===== src/common/ext_port_pkg.sv =====
// Notes on behaviour
// - Every external access drives its 24-bit address on the address pins.
// - The 32 data pins serve memory data, parallel input, flag I/O or pulse-width output as selected.
// - After reset no data pin is driven; each pin's mode comes from pin_mode_i, which reset does not set.
// - With parallel acquisition selected, channel zero samples words from data bits 31 down to 8.
// - While acknowledge is low the current non-SDRAM access is held and does not complete; SDRAM commands ignore acknowledge.
// - The read strobe is low for reads of external memory and only for those.
// - The write strobe is low for writes to external memory.
// - Each SDRAM operation is encoded on row strobe, column strobe and store strobe together.
// - The addressed bank's chip select goes low during a non-SDRAM access; all selects stay high when idle and for SDRAM commands.
package ext_port_pkg;
  localparam int addr_width = 24;
  localparam int data_width = 32;
  localparam int bank_count = 2;
  localparam int acq_lsb = 8;
  localparam int acq_width = 24;
  localparam int flag_count = 4;
  localparam int setup_ns = 10;
  localparam int setup_cycles = (setup_ns + 9) / 10;
  localparam logic [23:0] addr_reset = 24'h000000;
  localparam logic [1:0] pin_mode_mem = 2'h0;
  localparam logic [1:0] pin_mode_acq = 2'h1;
  localparam logic [1:0] pin_mode_flag = 2'h2;
  localparam logic [1:0] pin_mode_pwm = 2'h3;
  // SDRAM commands as {row, column, store}, active low
  localparam logic [2:0] sd_cmd_nop = 3'h7;
  localparam logic [2:0] sd_cmd_activate = 3'h3;
  localparam logic [2:0] sd_cmd_read = 3'h5;
  localparam logic [2:0] sd_cmd_write = 3'h4;
  localparam logic [2:0] sd_cmd_precharge = 3'h2;
  localparam logic [2:0] sd_cmd_refresh = 3'h1;
  localparam logic [2:0] sd_cmd_mode = 3'h0;
  typedef enum logic [1:0] {
    st_idle = 2'b00,
    st_setup = 2'b01,
    st_strobe = 2'b11,
    st_done = 2'b10
  } access_state_type;
endpackage


===== src/common/pin_mux_if.sv =====
`timescale 1ns/1ps
interface pin_mux_if;
  logic [31:0] mode_sel;
  logic [31:0] pin_in;
  logic [31:0] flag_out;
  logic [31:0] pwm_out;
  logic acq_en;
  logic [23:0] acq_word;
  logic acq_valid;
  modport mux(input mode_sel, pin_in, flag_out, pwm_out, acq_en, output acq_word, acq_valid);
  modport core(output mode_sel, pin_in, flag_out, pwm_out, acq_en, input acq_word, acq_valid);
endinterface


===== src/design/ext_mem_port.sv =====
`timescale 1ns/1ps
module ext_mem_port #(
  parameter int unsigned wait_min = 2
) (
  // Clock and reset
  input wire logic clk_sys_i,
  input wire logic srst_i,
  // Core request
  input wire logic req_i,
  input wire logic req_write_i,
  input wire logic req_sdram_i,
  input wire logic [2:0] req_sd_cmd_i,
  input wire logic [0:0] req_bank_i,
  input wire logic [23:0] req_addr_i,
  input wire logic [31:0] req_wdata_i,
  output logic busy_o,
  output logic done_o,
  output logic [31:0] rdata_o,
  // Pin function control
  input wire logic [63:0] pin_mode_i,
  input wire logic acq_sel_i,
  input wire logic [31:0] flag_out_i,
  input wire logic [31:0] flag_oe_i,
  input wire logic [31:0] pwm_out_i,
  output logic [23:0] acq_word_o,
  output logic acq_valid_o,
  output logic [31:0] flag_in_o,
  // External pins
  output logic [23:0] addr_o,
  input wire logic [31:0] data_i,
  output logic [31:0] data_o,
  output logic [31:0] data_oe_o,
  input wire logic ack_i,
  output logic rd_n_o,
  output logic wr_n_o,
  output logic [1:0] bank_chip_select_n_o,
  output logic row_strobe_n_o,
  output logic column_strobe_n_o,
  output logic sdram_store_strobe_n_o
);
  typedef struct packed {
    ext_port_pkg::access_state_type st;
    logic [7:0] cnt;
    logic write;
    logic sdram;
    logic [31:0] wdata;
    logic [23:0] addr;
    logic [31:0] data_out;
    logic [31:0] data_oe;
    logic [31:0] rdata;
    logic rd_n;
    logic wr_n;
    logic [1:0] cs_n;
    logic [2:0] sd_cmd;
    logic done;
    logic busy;
    logic [31:0] flag_in;
  } port_type;
  port_type r;
  port_type next_r;
  pin_mux_if mx();

  function automatic logic [1:0] mode_of(input logic [63:0] m, input int i);
    mode_of = m[2*i +: 2];
  endfunction

  assign mx.pin_in = data_i;
  assign mx.flag_out = flag_out_i;
  assign mx.pwm_out = pwm_out_i;
  assign mx.acq_en = acq_sel_i;
  assign mx.mode_sel = '0;

  acq_sampler u_acq (
    .clk_sys_i(clk_sys_i),
    .srst_i(srst_i),
    .mx(mx)
  );

  always_comb begin
    next_r = r;
    next_r.done = 1'b0;
    // Pin function per data bit
    for (int i = 0; i < 32; i++) begin
      case (mode_of(pin_mode_i, i))
        ext_port_pkg::pin_mode_flag: begin
          next_r.data_out[i] = flag_out_i[i];
          next_r.data_oe[i] = flag_oe_i[i];
          next_r.flag_in[i] = data_i[i];
        end
        ext_port_pkg::pin_mode_pwm: begin
          next_r.data_out[i] = pwm_out_i[i];
          next_r.data_oe[i] = 1'b1;
        end
        ext_port_pkg::pin_mode_acq: begin
          next_r.data_oe[i] = 1'b0;
        end
        default: begin
          next_r.data_out[i] = r.wdata[i];
          next_r.data_oe[i] = (r.st != ext_port_pkg::st_idle) && r.write && !r.sdram;
        end
      endcase
    end
    case (r.st)
      ext_port_pkg::st_idle: begin
        next_r.rd_n = 1'b1;
        next_r.wr_n = 1'b1;
        next_r.cs_n = 2'h3;
        next_r.sd_cmd = ext_port_pkg::sd_cmd_nop;
        if (req_i) begin
          next_r.addr = req_addr_i;
          next_r.write = req_write_i;
          next_r.sdram = req_sdram_i;
          next_r.wdata = req_wdata_i;
          next_r.cnt = 8'(ext_port_pkg::setup_cycles);
          if (req_sdram_i) begin
            next_r.sd_cmd = req_sd_cmd_i;
            next_r.st = ext_port_pkg::st_done;
            next_r.done = 1'b1;
          end else begin
            next_r.cs_n = ~(2'h1 << req_bank_i);
            next_r.st = ext_port_pkg::st_setup;
          end
        end
      end
      ext_port_pkg::st_setup: begin
        if (r.cnt <= 8'h01) begin
          next_r.rd_n = r.write;
          next_r.wr_n = !r.write;
          next_r.cnt = 8'(wait_min);
          next_r.st = ext_port_pkg::st_strobe;
        end else begin
          next_r.cnt = r.cnt - 8'h01;
        end
      end
      ext_port_pkg::st_strobe: begin
        if (r.cnt > 8'h01) begin
          next_r.cnt = r.cnt - 8'h01;
        end else if (ack_i) begin
          if (!r.write) begin
            next_r.rdata = data_i;
          end
          next_r.rd_n = 1'b1;
          next_r.wr_n = 1'b1;
          next_r.cs_n = 2'h3;
          next_r.done = 1'b1;
          next_r.st = ext_port_pkg::st_done;
        end
      end
      ext_port_pkg::st_done: begin
        next_r.sd_cmd = ext_port_pkg::sd_cmd_nop;
        next_r.cs_n = 2'h3;
        next_r.st = ext_port_pkg::st_idle;
      end
      default: begin
        next_r.st = ext_port_pkg::st_idle;
      end
    endcase
    next_r.busy = next_r.st != ext_port_pkg::st_idle;
  end

  always_ff @(posedge clk_sys_i) begin
    if (srst_i) begin
      r <= '0;
      r.addr <= ext_port_pkg::addr_reset;
      r.rd_n <= 1'b1;
      r.wr_n <= 1'b1;
      r.cs_n <= 2'h3;
      r.sd_cmd <= ext_port_pkg::sd_cmd_nop;
      r.st <= ext_port_pkg::st_idle;
    end else begin
      r <= next_r;
    end
  end

  assign busy_o = r.busy;
  assign done_o = r.done;
  assign rdata_o = r.rdata;
  assign addr_o = r.addr;
  assign data_o = r.data_out;
  assign data_oe_o = r.data_oe;
  assign rd_n_o = r.rd_n;
  assign wr_n_o = r.wr_n;
  assign bank_chip_select_n_o = r.cs_n;
  assign row_strobe_n_o = r.sd_cmd[2];
  assign column_strobe_n_o = r.sd_cmd[1];
  assign sdram_store_strobe_n_o = r.sd_cmd[0];
  assign acq_word_o = mx.acq_word;
  assign acq_valid_o = mx.acq_valid;
  assign flag_in_o = r.flag_in;

  property p_ack_hold;
    @(posedge clk_sys_i) disable iff (srst_i)
      (r.st == ext_port_pkg::st_strobe && !ack_i) |=> !done_o;
  endproperty
  a_ack_hold: assert property (p_ack_hold) else $error("access completed with ack low");
  property p_rd_only_read;
    @(posedge clk_sys_i) disable iff (srst_i) !rd_n_o |-> (!r.write && bank_chip_select_n_o != 2'h3);
  endproperty
  a_rd_only_read: assert property (p_rd_only_read) else $error("read strobe outside a read");
  property p_wr_write;
    @(posedge clk_sys_i) disable iff (srst_i)
      (r.st == ext_port_pkg::st_setup && r.write && r.cnt <= 8'h01) |=> !wr_n_o;
  endproperty
  a_wr_write: assert property (p_wr_write) else $error("write strobe missing");
  property p_idle_cs;
    @(posedge clk_sys_i) disable iff (srst_i) (r.st == ext_port_pkg::st_idle) |-> bank_chip_select_n_o == 2'h3;
  endproperty
  a_idle_cs: assert property (p_idle_cs) else $error("chip select active while idle");
  property p_bank_sel;
    @(posedge clk_sys_i) disable iff (srst_i)
      (r.st == ext_port_pkg::st_idle && req_i && !req_sdram_i) |=> !bank_chip_select_n_o[$past(req_bank_i)];
  endproperty
  a_bank_sel: assert property (p_bank_sel) else $error("wrong bank selected");
  property p_addr;
    @(posedge clk_sys_i) disable iff (srst_i)
      (r.st == ext_port_pkg::st_idle && req_i) |=> addr_o == $past(req_addr_i);
  endproperty
  a_addr: assert property (p_addr) else $error("address not driven");
  property p_sd_cmd;
    @(posedge clk_sys_i) disable iff (srst_i)
      (r.st == ext_port_pkg::st_idle && req_i && req_sdram_i) |=>
        {row_strobe_n_o, column_strobe_n_o, sdram_store_strobe_n_o} == $past(req_sd_cmd_i) ##1
        {row_strobe_n_o, column_strobe_n_o, sdram_store_strobe_n_o} == 3'h7;
  endproperty
  a_sd_cmd: assert property (p_sd_cmd) else $error("sdram command not encoded");
  property p_reset_strobes;
    @(posedge clk_sys_i) disable iff (srst_i)
      $past(srst_i) |-> (rd_n_o && wr_n_o && row_strobe_n_o && column_strobe_n_o && sdram_store_strobe_n_o &&
        bank_chip_select_n_o == 2'h3);
  endproperty
  a_reset_strobes: assert property (p_reset_strobes) else $error("strobe active after reset");
  property p_reset_mode;
    @(posedge clk_sys_i) disable iff (srst_i) $past(srst_i) |-> data_oe_o == 32'h00000000;
  endproperty
  a_reset_mode: assert property (p_reset_mode) else $error("data pins driven after reset");
  c_read: cover property (@(posedge clk_sys_i) done_o && !r.write && !r.sdram);
  c_write: cover property (@(posedge clk_sys_i) done_o && r.write);
  c_wait: cover property (@(posedge clk_sys_i) (r.st == ext_port_pkg::st_strobe && !ack_i) [*3]);
endmodule // ext_mem_port


===== src/design/parallel_acquisition_port_sampler.sv =====
`timescale 1ns/1ps
module acq_sampler (
  // Clock and reset
  input wire logic clk_sys_i,
  input wire logic srst_i,
  // Pin mux side
  pin_mux_if.mux mx
);
  typedef struct packed {
    logic [23:0] word;
    logic valid;
  } samp_type;
  samp_type r;
  samp_type next_r;

  always_comb begin
    next_r = r;
    next_r.valid = 1'b0;
    if (mx.acq_en) begin
      next_r.word = mx.pin_in[31:ext_port_pkg::acq_lsb];
      next_r.valid = 1'b1;
    end
  end

  always_ff @(posedge clk_sys_i) begin
    if (srst_i) begin
      r <= '0;
    end else begin
      r <= next_r;
    end
  end

  assign mx.acq_word = r.word;
  assign mx.acq_valid = r.valid;

  property p_acq_sample;
    @(posedge clk_sys_i) disable iff (srst_i)
      mx.acq_en |=> (mx.acq_valid && mx.acq_word == $past(mx.pin_in[31:8]));
  endproperty
  a_acq_sample: assert property (p_acq_sample) else $error("parallel word not sampled");
  c_acq: cover property (@(posedge clk_sys_i) mx.acq_valid);
endmodule // acq_sampler


===== config.mk =====
export PLATFORM = sky130hd
export DESIGN_NAME = ext_mem_port
export DESIGN_NICKNAME = d
export VERILOG_FILES = /design/src/common/ext_port_pkg.sv /design/src/common/pin_mux_if.sv /design/src/design/ext_mem_port.sv /design/src/design/parallel_acquisition_port_sampler.sv
export SDC_FILE = /design/constraint.sdc
export NUM_CORES = 1
export LEC_CHECK = 0
export ABC_AREA = 1
export BUFFER_PORTS_ARGS = -buffer_cell sky130_fd_sc_hd__buf_4
export CAP_MARGIN = 5
export CELL_PAD_IN_SITES_DETAIL_PLACEMENT = 0
export CELL_PAD_IN_SITES_GLOBAL_PLACEMENT = 2
export CORE_MARGIN = 2
export CORE_UTILIZATION = 27
export CTS_CLUSTER_DIAMETER = 40
export DETAILED_ROUTE_END_ITERATION = 6
export PLACE_DENSITY_LB_ADDON = 0.1
export SETUP_SLACK_MARGIN = 0.3
export SLEW_MARGIN = 20
export SYNTH_ARGS = -nofsm -noshare
export SYNTH_HDL_FRONTEND = slang
export SYNTH_HIERARCHICAL = 1
export SYNTH_SLANG_ARGS = --single-unit

===== constraint.sdc =====
create_clock -name clk_sys_i -period 2.1 [get_ports clk_sys_i]
set_input_delay 0.315 -clock clk_sys_i [delete_from_list [all_inputs] [get_ports clk_sys_i]]
set_output_delay 0.315 -clock clk_sys_i [all_outputs]
set_load 0.1 [all_outputs]

# [Yosys cells after proc, flatten, opt, wreduce, memory -nomap -nowiden]
# Index checks and enable logic that the tools add are counted.
[word_totals] word_cells=292 regBits=230 input_bits=259
[classes] reduce_logical=15 magnitude_cmp=2 n_shift=1 n_eq_ne=104 add_sub_neg=1 mux=86 bitwise=3
[ops] op="$pmux 1 s3" count=64
[ops] op="$eq 2x2->1 const B" count=66
[ops] op="$mux 68" count=1
[ops] op="$eq 2x1->1 const B" count=33
[ops] op="$pmux 8 s3" count=1
[ops] op="$mux 8" count=2
[ops] op="$mux 2" count=6
[ops] op="$mux 4" count=3
[ops] op="$pmux 2 s3" count=2
[ops] op="$ne 2x2->1 const B" count=5
[ops] op="$gt 8x1->1 const B" count=1
[ops] op="$le 8x1->1 const B" count=1
[ops] op="$pmux 2 s4" count=1
[ops] op="$reduce_and 4->1" count=2
[ops] op="$sub 8x1->8 const B" count=1
[ops] op="$mux 6" count=1
[ops] op="$pmux 3 s2" count=1
[ops] op="$reduce_and 3->1" count=2
[ops] op="$reduce_bool 2->1" count=3
[ops] op="$reduce_bool 3->1" count=2
[ops] op="$mux 1" count=3
[ops] op="$logic_and 1x1->1" count=2
[ops] op="$logic_not 1->1" count=2
[ops] op="$logic_not 2->1" count=1
[ops] op="5 further kinds" count=6

# [Depth between registers and ports, before layout]
[depth] word_depth=5 mapped_depth=10 depth_no_buf=10

# [By module]
# The synthesis kept the hierarchy.
[by_module_without_submodules] mod="ext_mem_port" n_inst=1 seq_area_each_um2=4103.9 area_each_um2=9739.3 cells_per_inst=1317
[by_module_without_submodules] mod="acq_sampler" n_inst=1 seq_area_each_um2=500.5 area_each_um2=1002.2 cells_per_inst=155

# [Least setup slack after synthesis]
# No wires, ideal clock.
[synth_path] path_kind="reg2reg" from="register r[203] (netlist name)" to="register r, in the netlist column_strobe_n_o" synth_period_minus_slack_ns=1.436 setup_slack_ns=0.664 stages_incl_launch_ff=10 path_buffers=1 arrival_time_ns=1.316 cell_sequence="dfxtp_1 > inv_1 > ha_1 > buf_4 > nand2_2 > nor2_1 > inv_2 > or2_1 > o22ai_1 > nand2_1"
[synth_between] elab_chain_len=2
[synth_rtl] item="from (decl)" line_no="ext_mem_port.sv:59" source="port_type r;"
[synth_rtl] item="from (signal assigned)" line_no="ext_mem_port.sv:171" source="r <= next_r;"
[synth_rtl] item="$eq 2x2->1 / $logic_not 2->1 (equally long branches)" line_no="ext_mem_port.sv:103" source="case (r.st)"
[synth_rtl] item="$pmux 3 s2 / $reduce_bool 2->1 (equally long branches)"
# Parallel ways exist; a longest one is shown, timed or not.
# A chain may end at the register's enable or synchronous reset.

# [Worst setup path after layout]
[layout_path] from="register r[203] (netlist name)" to="register r, in the netlist data_oe_o[14]"
[layout_between] elab_chain_len=4
[layout_rtl] item="$reduce_bool 2->1" line_no="ext_mem_port.sv:99" source="next_r.data_oe[i] = (r.st != ext_port_pkg::st_idle) && r.write && !r.sdram;"
[layout_rtl] item="$logic_and 1x1->1 (2 in series)" line_no="ext_mem_port.sv:99"
[layout_rtl] item="$pmux 1 s3" line_no="ext_mem_port.sv:84" source="case (mode_of(pin_mode_i, i))"
# No other way between the ends.

==> impl_results.md <==
- Status: finished clean
- Pwr/cell area: 1056 mW/mm^2
- Die extent in y: 203.4 microns
- Reg2reg start: r[203]
- WL/cell: 17.24 microns
- Pre-CTS setup slack: 0.2370 ns
- Clock Sinks: 230
- Required time worst endpoint: 2.60 ns
- Post-Layout Inst Area: 0.01650 sq mm
- CTS Buf Count: 50
- PnR worst setup slack: 0.3895 ns
- Post-DP Area: 0.01346 sq mm
- Vias: 10600
- Lkg Pwr: 7.864 nW
- Tightest Pin Transition: 0.5082 ns
- Total global routing overflow: 0
- Reg-to-reg setup timing slack: 0.39 ns
- Syn_area_per_cell: 7.300 sq um
- Synth Instances: 1471
- Final setup fails: 0
- Number of global-route vias before repair: 10732
- Initial DRC Count: 396
- Netlist Area Pre-Place: 0.01074 sq mm
- Layout area overhead: 53.71%
- DRT Pass-1 Iters: 4
- Routability Congestion: 0.8313
- Clock Power Share: 46.3%
- Largest net degree at the start of global routing: 50
- Die area: 0.04138 sq mm
- Critical path startpoint category: flip-flop
- Final ANT Viol Nets: 0
- Hold_sp: data_i[24]
- Core Footprint: 0.03946 sq mm
- Met3 wire length: 2.905 mm
- Clk buf depth: 3
- Relative slew slack: 66.12%
- Critical path peak fanout: 14
- Clock Tree Root: clkbuf_16
- Comb pwr share: 25.5%
- Initial Util: 27.21%
- Ys Warns: 6
- TNS Setup: 0 ns
- Slew Limit Fails: 0
- Top Layer Used: met4
- Hold Vio Cnt, Final: 0
- Share of layout cells above drive strength 1: 29.92%
- WHS Path Cells: 3
- Tot Pwr: 17.42 mW
- Hold Path Sink: flag_in_o[24]
- Final WL: 42.43 mm
- R2R cell count: 8
- H-tree Lvls: 2
- Final nets: 2160
- Worst Setup Path Type: reg2reg
- I/O pin total: 445
- First-pass GRT wire length: 62.65 mm
- Max cap viols: 0
- R2r endpoint: data_oe_o[14]
- GRT Util Overall: 19.84%
- Setup crit end kind: flip-flop
- RSZ-0062 raised after global routing: true
- Cell row count: 73
- Reg clk slew, reported paths: 0.05 ns
- Peak VDD IR: 607.4 uV
- FMAX: 584.6 MHz
- Arr. time, crit path: 2.21 ns
- DPL Wire Length: 31.41 mm
- Detailed-route DRC error count: 0
- Met2 WL: 20.10 mm
- Port bufs: 444
- Reg power frac: 28.2%
- Clk_lat worst skew: 0.57 ns
- Fraction of the cycle the final worst path needs: 81.45%
- Sw power: 5.785 mW
- M1 WL: 18.16 mm
- Worst Clk Skew: 0.01904 ns
- Hold Path Class: in2reg
- Mapped Nets: 1736
- Final min period: 1.711 ns
- Internal Power: 11.64 mW
- Via density: 4.305
- Sw frac: 33.20%
- Chip width: 203.4 microns
- TritonCTS clock tree: yes
- Initial antenna violation count: 4
[per-stage QoR]
stage	hold WS [ns]	util (%)	cells
after floorplan	0.3863	-	1471
after global placement	0.4466	34.10	2246
after detailed placement	0.4438	34.10	2246
after CTS	0.00001521	41.36	2447
after global routing	0.01731	41.80	2458
final	0.02903	41.83	2462
[repair_timing]
action / in CTS / in global routing
hold endpoints to repair: 86 / 0
endpoints found under the setup margin: 32 / 102
cloned: 1 / 2
pin swaps: 0 / 6
setup buffers: 0 / 8
resized for setup: 1 / 5
hold buffers: 111 / 0
[layout make-up]
class                      instances  area, sq um
inverter                         149        561.8
clock buffer                      70         1480
clock inverter                    19        254.0
sequential                       230         4604
antenna                            5        12.51
fill                            4162        22950
tap                              525        656.9
timing repair buffer             585         4816
multi-input combinational        879         4119
[state kept, by name, indices dropped and copies added, names as in the netlist]
name,count
u_acq/mx.acq_word,24
wr_n_o,1
data_oe_o,32
rdata_o,32
done_o,1
column_strobe_n_o,1
r,44
addr_o,24
row_strobe_n_o,1
bank_chip_select_n_o,2
busy_o,1
flag_in_o,32
u_acq/mx.acq_valid,1
sdram_store_strobe_n_o,1
rd_n_o,1
data_o,32
[per-layer routing]
metal	global-route usage, %	vias to the layer above
met5	0	-
met4	7.769	0
met3	5.833	80
met2	33.26	292
met1	23.85	4758
li1	-	5470
[power groups by stage]
| stage | combinational, mW | clock [mW] | sequential [mW] |
|---|---|---|---|
| 2_1_floorplan | 2.89 | 0 | 5.27 |
| 3_3_place_gp | 4.14 | 0 | 5.00 |
| 3_5_place_dp | 4.15 | 0 | 5.00 |
| 4_1_cts | 4.34 | 8.28 | 4.92 |
| 5_1_grt | 4.74 | 8.46 | 4.96 |
| 6_report | 4.44 | 8.06 | 4.92 |
[how the worst max path moves through the flow]
stage,cells after the start,start,to,slack (ns)
after CTS,7,r[195],rdata_o[1],0.33
after detailed placement,7,r[195],rdata_o[6],0.24
after floorplan,9,r[203],column_strobe_n_o,0.66
final,8,r[203],data_oe_o[14],0.39
after global routing,8,r[203],data_oe_o[7],0.29
after global placement,7,r[196],rdata_o[18],0.29
[critical path, stage by stage (launching register included)]
cell and delay (ns):
dfxtp_1 0.35, inv_1 0.10, ha_1 0.24, buf_4 0.19
nor3_4 0.22, buf_12 0.16, clkbuf_16 0.20, a21oi_1 0.08
nor2_1 0.09
[layout by cell type, fill, tap and decap left out, drive strengths merged, types with 4 or more instances in the layout]
master       instances
nor2               298
clkinv              11
ha                   6
inv                149
a21oi              136
nand4               39
o21ai              125
a31oi                5
diode                5
nand3               33
nor3                 4
nand2              197
bufinv               6
a221oi              28
dfxtp              230
clkbuf              72
buf                472
dlygate4sd3        111
Power figures use the tool's default switching activity.
